--- src/logic/rhp_defs.svh ---
`ifndef RHP_DEFS_SVH
`define RHP_DEFS_SVH

// Device register window.
`define RHP_REG_COUNT 16
`define RHP_INDEX_W 4
`define RHP_DATA_W 8

// Host-side phase lengths in cycles of the 4 ns clock.
`define RHP_CLK_PERIOD_NS 4
`define RHP_SETUP_NS 8
`define RHP_STROBE_NS 72
`define RHP_ACCESS_NS 88
`define RHP_RECOVER_NS 12
`define RHP_SETUP_CYC \
	((`RHP_SETUP_NS + `RHP_CLK_PERIOD_NS - 1) / `RHP_CLK_PERIOD_NS)
`define RHP_STROBE_CYC \
	((`RHP_STROBE_NS + `RHP_CLK_PERIOD_NS - 1) / `RHP_CLK_PERIOD_NS)
`define RHP_ACCESS_CYC \
	((`RHP_ACCESS_NS + `RHP_CLK_PERIOD_NS - 1) / `RHP_CLK_PERIOD_NS)
`define RHP_RECOVER_CYC \
	((`RHP_RECOVER_NS + `RHP_CLK_PERIOD_NS - 1) / `RHP_CLK_PERIOD_NS)
`endif

--- src/logic/rhp_pkg.sv ---
package rhp_pkg;
	typedef enum logic [4:0] {
		rhp_idle = 5'h01,
		rhp_setup = 5'h02,
		rhp_strobe = 5'h04,
		rhp_recover = 5'h08,
		rhp_done = 5'h10
	} rhp_state_type;
	typedef enum logic [1:0] {
		rhp_tgt_reg = 2'h0,
		rhp_tgt_bank0 = 2'h1,
		rhp_tgt_bank1 = 2'h2
	} rhp_target_type;
endpackage
--- src/logic/rhp_host.sv ---
`timescale 1ns/1ps
`include "rhp_defs.svh"
module rhp_host
#(
	parameter int cycles_strobe = `RHP_STROBE_CYC,
	parameter int cycles_access = `RHP_ACCESS_CYC
)
(
	// Clock and reset.
	input wire logic clock,
	input wire logic rst_b,
	// User command port.
	input wire logic req,
	input wire logic req_write,
	input wire rhp_pkg::rhp_target_type req_target,
	input wire logic [`RHP_INDEX_W-1:0] req_index,
	input wire logic [`RHP_DATA_W-1:0] req_wdata,
	output logic busy,
	output logic done,
	output logic refused,
	output logic [`RHP_DATA_W-1:0] rdata,
	// Supply state, seen as device reset and battery levels.
	input wire logic dev_reset_n,
	input wire logic dev_battery,
	// Device pins.
	output logic reg_select_n,
	output logic ext_ram_select_n,
	output logic bank_sel,
	output logic store_strobe_n,
	output logic output_gate_n,
	output logic [`RHP_INDEX_W-1:0] reg_index,
	input wire logic [`RHP_DATA_W-1:0] data_lines_in,
	output logic [`RHP_DATA_W-1:0] data_lines_out,
	output logic data_lines_oe
);
	import rhp_pkg::*;

	rhp_state_type state;
	logic [7:0] count;
	logic wr;
	logic path_ok;
	// Bound on an access from accept to the done pulse, in clock cycles; counts both strobe and access phases.
	localparam int access_span = `RHP_SETUP_CYC + cycles_access +
		cycles_strobe + `RHP_RECOVER_CYC;

	// The device is usable only while its reset is released and no battery.
	assign path_ok = dev_reset_n && !dev_battery;

	// Sequencer: setup, strobe, recovery; one access at a time.
	always_ff @(posedge clock or negedge rst_b)
	begin
		if (!rst_b)
		begin
			state <= rhp_idle;
			count <= 8'h00;
			wr <= 1'b0;
		end
		else
		begin
			case (state)
				rhp_idle:
					if (req && path_ok)
					begin
						state <= rhp_setup;
						wr <= req_write;
						count <= 8'(`RHP_SETUP_CYC);
					end
				rhp_setup:
					if (count <= 8'h01)
					begin
						state <= rhp_strobe;
						count <= wr ? 8'(cycles_strobe) : 8'(cycles_access);
					end
					else
						count <= count - 8'h01;
				rhp_strobe:
					if (count <= 8'h01)
					begin
						state <= rhp_recover;
						count <= 8'(`RHP_RECOVER_CYC);
					end
					else
						count <= count - 8'h01;
				rhp_recover:
					if (count <= 8'h01)
						state <= rhp_done;
					else
						count <= count - 8'h01;
				rhp_done:
					state <= rhp_idle;
				default:
					state <= rhp_idle;
			endcase
		end
	end

	// The handshake ends in a bounded time with a one-cycle done pulse.
	a_access_bound: assert property (
		@(posedge clock) disable iff (!rst_b)
		$rose(busy) |-> ##[1:access_span] done)
		else $error("access did not finish in time");
	a_done_pulse: assert property (
		@(posedge clock) disable iff (!rst_b)
		done |=> !done && store_strobe_n && output_gate_n)
		else $error("done not single cycle with strobes idle");

	// Pin drive; index held steady for the whole access, selects released one cycle into recovery, after the strobe or gate rises.
	always_ff @(posedge clock or negedge rst_b)
	begin
		if (!rst_b)
		begin
			reg_select_n <= 1'b1;
			ext_ram_select_n <= 1'b1;
			bank_sel <= 1'b0;
			store_strobe_n <= 1'b1;
			output_gate_n <= 1'b1;
			reg_index <= 4'h0;
			data_lines_out <= 8'h00;
			data_lines_oe <= 1'b0;
		end
		else
		begin
			if (state == rhp_idle && req && path_ok)
			begin
				reg_index <= req_index;
				data_lines_out <= req_wdata;
				bank_sel <= (req_target == rhp_tgt_bank1);
				// Only one of the two selects is ever lowered.
				reg_select_n <= (req_target != rhp_tgt_reg);
				ext_ram_select_n <= (req_target == rhp_tgt_reg);
			end
			else if (state == rhp_recover || state == rhp_done)
			begin
				reg_select_n <= 1'b1;
				ext_ram_select_n <= 1'b1;
			end
			// Strobe falls after setup so index is stable first.
			store_strobe_n <= !(state == rhp_setup && count <= 8'h01 && wr) &&
				!(state == rhp_strobe && wr && count > 8'h01);
			// Gate stays high during writes to avoid contention.
			output_gate_n <= !(state == rhp_setup && count <= 8'h01 && !wr) &&
				!(state == rhp_strobe && !wr && count > 8'h01);
			data_lines_oe <= wr && (state == rhp_setup || state == rhp_strobe);
		end
	end

	// Only one select at a time, index steady while any strobe is low.
	a_sel_exclusive: assert property (
		@(posedge clock) disable iff (!rst_b)
		!(!reg_select_n && !ext_ram_select_n))
		else $error("both selects low");
	a_index_hold: assert property (
		@(posedge clock) disable iff (!rst_b)
		(!store_strobe_n || !output_gate_n) |=> $stable(reg_index))
		else $error("index changed during access");
	a_bank_map: assert property (
		@(posedge clock) disable iff (!rst_b)
		(state == rhp_idle && req && path_ok && req_target == rhp_tgt_bank1)
		|=> bank_sel && reg_select_n && !ext_ram_select_n)
		else $error("bank mapping wrong");

	// Strobe edges fall inside the select window, data around them.
	a_strobe_setup: assert property (
		@(posedge clock) disable iff (!rst_b)
		$fell(store_strobe_n) |->
		!$past(reg_select_n) || !$past(ext_ram_select_n))
		else $error("strobe fell before a select");
	a_strobe_rise: assert property (
		@(posedge clock) disable iff (!rst_b)
		$rose(store_strobe_n) |-> !reg_select_n || !ext_ram_select_n)
		else $error("select left before strobe");
	a_oe_strobe: assert property (
		@(posedge clock) disable iff (!rst_b)
		!store_strobe_n |-> data_lines_oe)
		else $error("strobe low without write data");
	a_oe_release: assert property (
		@(posedge clock) disable iff (!rst_b)
		$rose(store_strobe_n) |-> data_lines_oe)
		else $error("write data dropped before strobe rose");

	// Reads use the gate alone; the gate stays high while data is driven.
	a_gate_write: assert property (
		@(posedge clock) disable iff (!rst_b)
		!(data_lines_oe && !output_gate_n))
		else $error("output gate low while host drives data");
	a_gate_setup: assert property (
		@(posedge clock) disable iff (!rst_b)
		$fell(output_gate_n) |->
		!$past(reg_select_n) || !$past(ext_ram_select_n))
		else $error("gate fell before a select");
	a_read_strobe: assert property (
		@(posedge clock) disable iff (!rst_b)
		(state == rhp_strobe && !wr) |-> store_strobe_n)
		else $error("strobe low during a read");

	// Read capture at end of access, and user handshake.
	always_ff @(posedge clock or negedge rst_b)
	begin
		if (!rst_b)
		begin
			rdata <= 8'h00;
			busy <= 1'b0;
			done <= 1'b0;
			refused <= 1'b0;
		end
		else
		begin
			if (state == rhp_strobe && !wr && count == 8'h01)
				rdata <= data_lines_in;
			busy <= (state != rhp_idle && state != rhp_done) ||
				(state == rhp_idle && req && path_ok);
			done <= (state == rhp_recover && count <= 8'h01);
			refused <= (state == rhp_idle && req && !path_ok);
		end
	end

	// A refused request leaves every pin idle and the sequencer at rest.
	a_no_fail_go: assert property (
		@(posedge clock) disable iff (!rst_b)
		(state == rhp_idle && req && !path_ok) |=> refused && !busy)
		else $error("access started while supply bad");
	a_refuse_quiet: assert property (
		@(posedge clock) disable iff (!rst_b)
		refused |-> reg_select_n && ext_ram_select_n && store_strobe_n &&
		output_gate_n)
		else $error("pins moved on a refused request");
endmodule

--- config.mk ---
export PLATFORM = sky130hd
export DESIGN_NAME = rhp_host
export DESIGN_NICKNAME = d
export VERILOG_FILES = /design/src/logic/rhp_pkg.sv /design/src/logic/rhp_host.sv
export VERILOG_INCLUDE_DIRS = /design/src /design/src/logic
export SDC_FILE = /design/constraint.sdc
export NUM_CORES = 1
export LEC_CHECK = 0
export CAP_MARGIN = 20
export CORE_AREA = 3 3 63 65
export DETAILED_ROUTE_END_ITERATION = 10
export DIE_AREA = 0 0 66 68
export DONT_BUFFER_PORTS = 1
export GPL_TIMING_DRIVEN = 0
export PLACE_DENSITY = 0.73
export SLEW_MARGIN = 15
export SYNTH_ARGS = -nofsm -noshare
export SYNTH_HDL_FRONTEND = slang
export SYNTH_SLANG_ARGS = --single-unit
export TNS_END_PERCENT = 1
--- constraint.sdc ---
create_clock -name clock -period 6.22 [get_ports clock]
set_clock_uncertainty 0.15 [all_clocks]
set_input_delay 1.555 -clock clock [delete_from_list [all_inputs] [get_ports clock]]
set_output_delay 1.555 -clock clock [all_outputs]
set_load 0.005 [all_outputs]
After elaboration in Yosys (flattened, before gate mapping)
Index checks and enable logic that the tools add are counted.
Operators by class
  reduce and logical (&&, ||, !) cells: 35
  multiplexer cells: 14
  eq/ne operators: 14
  order comparisons: 2
  add/sub/neg operators: 1
Operators by type and width (number)
  2-to-1 mux 8 bit: 4
  case mux 8 bit (4 select lines): 1
  2-to-1 mux 5 bit: 4
  case mux 5 bit (4 select lines): 1
  logical AND 1 bit: 18
  == test 8 x 1 -> 1 bit (second input constant): 1
  > comparator 8 x 1 -> 1 bit (second input constant): 1
  <= comparator 8 x 1 -> 1 bit (second input constant): 1
  subtractor 8 x 1 -> 8 bit (second input constant): 1
  logical NOT 1 bit: 7
  inequality test 2 x 1 -> 1 bit (second input constant): 3
  == test 5 x 1 -> 1 bit (second input constant): 1
  == test 5 x 2 -> 1 bit (second input constant): 1
  == test 5 x 3 -> 1 bit (second input constant): 1
  == test 5 x 4 -> 1 bit (second input constant): 1
  == test 5 bit (second input constant): 1
  inequality test 5 x 1 -> 1 bit (second input constant): 1
  inequality test 5 bit (second input constant): 1
  inequality test 2 bit (second input constant): 2
  AND reduction 4 bit: 1
  nonzero test 2 bit: 2
  nonzero test 4 bit: 1
  logical OR 1 bit: 3
  2-to-1 mux 1 bit: 3
  5 further kinds: 5
Word-level totals
  word-level logic and storage cells: 81
  input bits: 28
  output and inout port bits: 29
  register bits: 43

Depth between registers and ports, before layout
Gate-level depths: netlist (run 1).
  depth in word-level cells: 5
  depth in mapped cells: 7

Worst setup path after synthesis (run 1)
No wires, ideal clock.
  path kind: input to register
  from: in dev_reset_n
  to: reg count[3]
  data required time: 5.946 ns
  data arrival time: 2.579 ns
  buffers on the path: 0
  setup time: 0.124 ns
  slack: 3.368 ns
  cell stages on the path: 5
  path through: nor2b_1 nand4_1 or2b_1 inv_2 a211o_1
On the way
  longest elaborated chain between the ends: 4
Ends and longest elaborated chain
  start: declaration: line rhp_host.sv:23  | input wire logic dev_reset_n,
  logical AND 1 bit: line rhp_host.sv:47  | assign path_ok = dev_reset_n && !dev_battery;
  logical AND 1 bit: line rhp_host.sv:62  | if (req && path_ok)
  inequality test 2 bit (no source line)
  AND reduction 3 bit (no source line)
  end signal: assignment: line rhp_host.sv:66  | count <= 8'(`RHP_SETUP_CYC);
  end signal: assignment: line rhp_host.sv:72  | count <= wr ? 8'(cycles_strobe) : 8'(cycles_access);
  end signal: assignment: line rhp_host.sv:75  | count <= count - 8'h01;
  end: declaration: line rhp_host.sv:39  | logic [7:0] count;
Every way passes these cells.
A chain may end at the register's enable or synchronous reset.

Worst setup path after layout (run 1)
Ends and elaborated chain as after synthesis.

==> impl_metrics.yaml, run 1 <==
critical_path:
  path_class: "input pin to register"
  r2r_cells: 7
  crit_path_end_kind: "register"
  startpoint_type: "input pin"
  worstPathRequired_ns: 6.33
  critical_path.max_fanout: 9
  arrival_ns: 2.88
floorplan:
  start_util: 0.603
  ios: 57
  die_x_um: 66
  core_area_mm2: 0.00339
  dieArea_mm2: 0.00449
  num_rows: 21
  fp.dieH_um: 68
layout:
  final_util: 0.636
  area_delta_synth_final_pct: 5.45
  diodes: 0
  nNetsFinal: 233
  final_common_cell: "nand2_1"
  final_cell_mix: "nand2_1, dfrtp_1, nor2_1, mux2_2, a31oi_1"
  drive_gt1_frac: 0.186
hold_path:
  holdPathStages: 2
  hold_path_class: "register to register"
pwr:
  p_int_w: 0.000394
  pwr_density_cell_mw_per_mm2: 262
  power.switching_w: 0.000170
  swShare: 0.302
  p_leak_nw: 1.00
  ir_drop_mv: 0.156
  p_seq_frac: 0.621
  clkPwrFrac: 0.235
  pwr-share-comb: 0.143
logic_synthesis:
  yosysWarnings: 0
  synth_area_mm2: 0.00204
  syn_nets: 226
  synth_flop_cell: "dfrtp_1"
  synth_cells: 196
  ys_ff_latch: 43
  ys_seq_area_frac: 0.529
  synth_edf_count: 0
  synthArstFlopShare: 1.00
  yosysUniqueCellTypes: 52
  postSynthAreaPerCell_um2: 10.4
sta:
  final.period_utilization: 0.447
  slew-limit-headroom: 0.646
  finalSetupTns_ns: 0
  slew_violations: 0
  worst_pin_slew_ns: 0.529
  setup_viol: 0
  clock.fmax_mhz: 360
  timing.final.ws_setup_ns: 3.44
  finalCriticalPeriod_ns: 2.78
  hold_viol_final: 0
  grt_setup_unrepaired: "false"
  fin_hold_ws_ns: 0.378
clock_network:
  cts_tree: "built"
  clk-insertion-delay-late_ns: 0.35
  cts_setup_buffers: 0
  clk_pin_slew_ns: 0.12
  root_buffer: "clkbuf_4"
  cts_buffers: 5
  cts_hold_buf: 0
  htree_num_levels: 2
  ctsLongestPathBuffers: 2
  post_cts_resized: 0
  cts.sinks: 43
global_routing:
  grt_use_total: 0.199
  grt_pass1_vias: 1449
  overflow: 0
  grt_max_degree: 44
  antenna_found_initial: 0
  grt_pass1_wl_mm: 6.73
route:
  dr.first_iter.drc_count: 114
  via_per_inst: 5.89
  wirelength_mm: 4.02
  drc: 0
  first_pass_iters: 4
  vias: 1473
  wire_per_inst_um: 16.1
  ant_nets: 0
place:
  io_buffers: 0
  globalplace.congestion: 0.860
  pre_cts_ws_ns: 3.06
  hpwlAfterDp_mm: 2.92
outcome:
  outcome: "finished clean"
run:
  max_cap_viol_count: 0
Yosys cell counts, drive strengths merged, types with 4 or more instances:
library cell / instances / share of area
inv: 4 / 0.0073
dfstp: 5 / 0.064
nor3b: 5 / 0.018
nand3b: 4 / 0.015
buf: 6 / 0.021
nand3: 5 / 0.012
nand2: 46 / 0.084
dfrtp: 38 / 0.47
o21ai: 4 / 0.0098
mux2: 8 / 0.044
a31oi: 6 / 0.018
or3: 5 / 0.015
xnor2: 4 / 0.017
nor2: 9 / 0.017
nor3: 4 / 0.020
power by group through the flow:
stage / combinational [W] / sequential, W / clock, W
after floorplan: 0.0000676 / 0.000345 / 0
after global placement: 0.0000770 / 0.000354 / 0
after detailed placement: 0.0000819 / 0.000355 / 0
after CTS: 0.0000816 / 0.000351 / 0.000136
after global routing: 0.0000933 / 0.000356 / 0.000149
final: 0.0000809 / 0.000350 / 0.000133
layer usage:
| layer | wire, um | track usage | vias to the layer above |
|---|---|---|---|
| li1 | - | - | 697 |
| met2 | 2080 | 0.344 | 51 |
| met5 | 0 | 0 | - |
| met3 | 254 | 0.0624 | 7 |
| met4 | 57 | 0.0685 | 0 |
| met1 | 1630 | 0.237 | 718 |
logic make-up (layout without fill, tap and decap cells):
group           Yosys count  after routing  synth area share
mux                       9              9            0.0490
buf+inv                  13             21            0.0343
fa+ha+maj                 2              2            0.0122
flops                    43             43             0.529
simple gates             98             98             0.252
compound gates           26             26             0.102
xor+xnor                  5              5            0.0214
layout make-up:
cell class              count  area [um^2]
clock inverters             2         12.5
well taps                  46         57.6
clock buffers               6         41.3
fillers                   276         1230
plain buffers               9         55.1
inverters                   4         15.0
flip-flops and latches     43         1080
multi-input cells         140          892
state kept, by name, summed over array words and instances, names as in the netlist:
name	count
count	8
data_lines_out	8
rdata	8
state	5
reg_index	4
bank_sel	1
busy	1
data_lines_oe	1
done	1
ext_ram_select_n	1
output_gate_n	1
refused	1
reg_select_n	1
store_strobe_n	1
wr	1
final timing paths:
path	startpoint	to	slack, ns
max	dev_reset_n	count[3]$_DFFE_PN0P_	3.44
min	data_lines_out[1]$_DFFE_PN0P_	data_lines_out[1]$_DFFE_PN0P_	0.38
max reg2reg	count[0]$_DFFE_PN0P_	count[7]$_DFFE_PN0P_	3.84
min reg2reg	data_lines_out[1]$_DFFE_PN0P_	data_lines_out[1]$_DFFE_PN0P_	0.38
max in group asynchronous	rst_b	reg_select_n$_DFFE_PN1P_	5.02
min in group asynchronous	rst_b	busy$_DFF_PN0_	0.72
per-stage QoR:
step	area [um^2]	power [W]	instances
final	2160	0.000564	250
after global routing	2160	0.000599	250
after CTS	2160	0.000569	250
after detailed placement	2100	0.000437	242
after global placement	2100	0.000431	242
after floorplan	2040	0.000413	196
worst max-delay path: stages:
cell and delay (ns):
nor2b_1 0.21, nand4_1 0.40, or2b_1 0.37, inv_2 0.05, a211o_1 0.29
Power figures use the tool's default switching activity.
==> inputs of run 2 (changes only) <==
Clock period 6.22 ns to 2.9 ns, I/O delays scaled along.
==> run 2 against run 1 <==
Against the previous run:
- cell area increased by 0.93%
- final cell count increased by 0.40%
- power up 120%
- largest cell class unchanged
==> impl_metrics.yaml, run 2 (same netlist as run 1, synthesis figures left out) <==
layout:
  drive_gt1_frac: 0.190
  final_cell_area_mm2: 0.00218
  nNetsFinal: 234
  diodes: 0
  area_delta_synth_final_pct: 6.43
  final_common_cell: "nand2_1"
  final_cell_mix: "nand2_1, dfrtp_1, nor2_1, mux2_2, a31oi_1"
  reg.largest.list: "count: 8 flops, data_lines_out: 8 flops, rdata: 8 flops"
  nFillCells: 274
sta:
  fin_hold_ws_ns: 0.0314
  grt_setup_unrepaired: "false"
  finalSetupTns_ns: 0
  clock.fmax_mhz: 419
  final.period_utilization: 0.823
  hold_viol_final: 0
  setup_viol: 0
  worst_pin_slew_ns: 0.529
  slew-limit-headroom: 0.647
  finalCriticalPeriod_ns: 2.39
  slew_violations: 0
clock_network:
  clk-insertion-delay-late_ns: 0.36
  clk_pin_slew_ns: 0.12
  root_buffer: "clkbuf_4"
  cts.sinks: 43
  htree_num_levels: 2
  cts_setup_buffers: 0
  post_cts_resized: 0
  cts_buffers: 5
  cts_hold_buf: 1
  ctsLongestPathBuffers: 2
  cts_tree: "built"
global_routing:
  grt_max_degree: 39
  grt_pass1_wl_mm: 6.89
  grt_pass1_vias: 1467
  grt_use_total: 0.205
  antenna_found_initial: 0
  overflow: 0
floorplan:
  fp.dieH_um: 68
  ios: 57
  core_area_mm2: 0.00339
  dieArea_mm2: 0.00449
  die_x_um: 66
  num_rows: 21
  start_util: 0.603
pwr:
  p_leak_nw: 1.01
  ir_drop_mv: 0.338
  pwr_density_cell_mw_per_mm2: 562
critical_path:
  startpoint_type: "register"
  critical_path.max_fanout: 10
  crit_cells: 7
  worstPathRequired_ns: 3.04
  crit_buf_inv: 2
  crit_path_end_kind: "register"
  path_cells: "inv_1 > ha_1 > or2_2 > nand3_1 > clkbuf_1 > o311ai_1 > a31oi_1"
  worstReg2RegEnd: "count[7]$_DFFE_PN0P_"
  critical_path.top_delay_family: "simple AND/OR/NAND/NOR gates"
  r2r-start: "count[0]$_DFFE_PN0P_"
  worstSetupEndpoint: "count[7]$_DFFE_PN0P_"
  ff2ff_setup_slack_ns: 0.51
  arrival_ns: 2.52
  critical-path-max-stage-delay_ns: 0.48
  worstSetupStartpoint: "count[0]$_DFFE_PN0P_"
  cp_slowest_cell: "dfrtp_1"
  path_class: "register to register"
  r2r_cells: 7
route:
  wl_met2_mm: 2.10
  wirelength_mm: 4.16
  via_per_inst: 5.97
  wl_met1_mm: 1.75
  vias: 1498
  routed.top_layer: "met4"
  wire_per_inst_um: 16.6
  dr.first_iter.drc_count: 138
  drc: 0
  ant_nets: 0
  first_pass_iters: 4
  wl_met3_um: 251
outcome:
  outcome: "finished clean"
run:
  max_cap_viol_count: 0
place:
  io_buffers: 0
  globalplace.congestion: 0.860
  placed_area_mm2: 0.00210
  hpwlAfterDp_mm: 2.92
hold_path:
  hold_path_class: "input pin to async pin"
run 2: report_power, final:
group          switching [W]  total, W  internal [W]  leakage (nW)
registers          0.0000777  0.000752      0.000675         0.553
logic               0.000108  0.000186     0.0000788         0.433
clock network       0.000192  0.000285     0.0000936        0.0282
run 2: final cells by class:
class | count | area [um^2] | area share
plain buffers | 9 | 55.1 | 0.0253
clock buffers | 6 | 41.3 | 0.0190
clock inverters | 2 | 12.5 | 0.00575
inverters | 4 | 15.0 | 0.00690
multi-input cells | 140 | 892 | 0.410
flip-flops and latches | 43 | 1080 | 0.497
well taps | 46 | 57.6 | 0.0265
repair buffers | 1 | 20.0 | 0.00920
run 2: how the worst min path moves through the flow:
| stage | startpoint | end | slack, ns | cells past startpoint |
|---|---|---|---|---|
| floorplan | rst_b | bank_sel$_DFFE_PN0P_ | 0.28 | 0 |
| global placement | rst_b | busy$_DFF_PN0_ | 0.28 | 0 |
| detailed placement | rst_b | busy$_DFF_PN0_ | 0.28 | 0 |
| CTS | rst_b | store_strobe_n$_DFF_PN1_ | 0.03 | 0 |
| global route | rst_b | ext_ram_select_n$_DFFE_PN1P_ | 0.01 | 0 |
| finish | rst_b | count[6]$_DFFE_PN0P_ | 0.03 | 1 |
run 2: routing by layer:
layer  vias to the layer above  GRT usage
li1                        699          -
met1                       736      0.252
met2                        56      0.347
met3                         7     0.0624
met4                         0     0.0685
met5                         -          0
run 2: metrics by stage:
step | power (W) | utilization | setup slack (ns) | std cells
detailed placement | 0.000938 | 0.620 | 0.561 | 242
finish | 0.00122 | 0.642 | 0.514 | 251
global route | 0.00130 | 0.642 | 0.347 | 251
floorplan | 0.000885 | - | 0.877 | 196
CTS | 0.00123 | 0.642 | 0.528 | 251
global placement | 0.000924 | 0.620 | 0.585 | 242
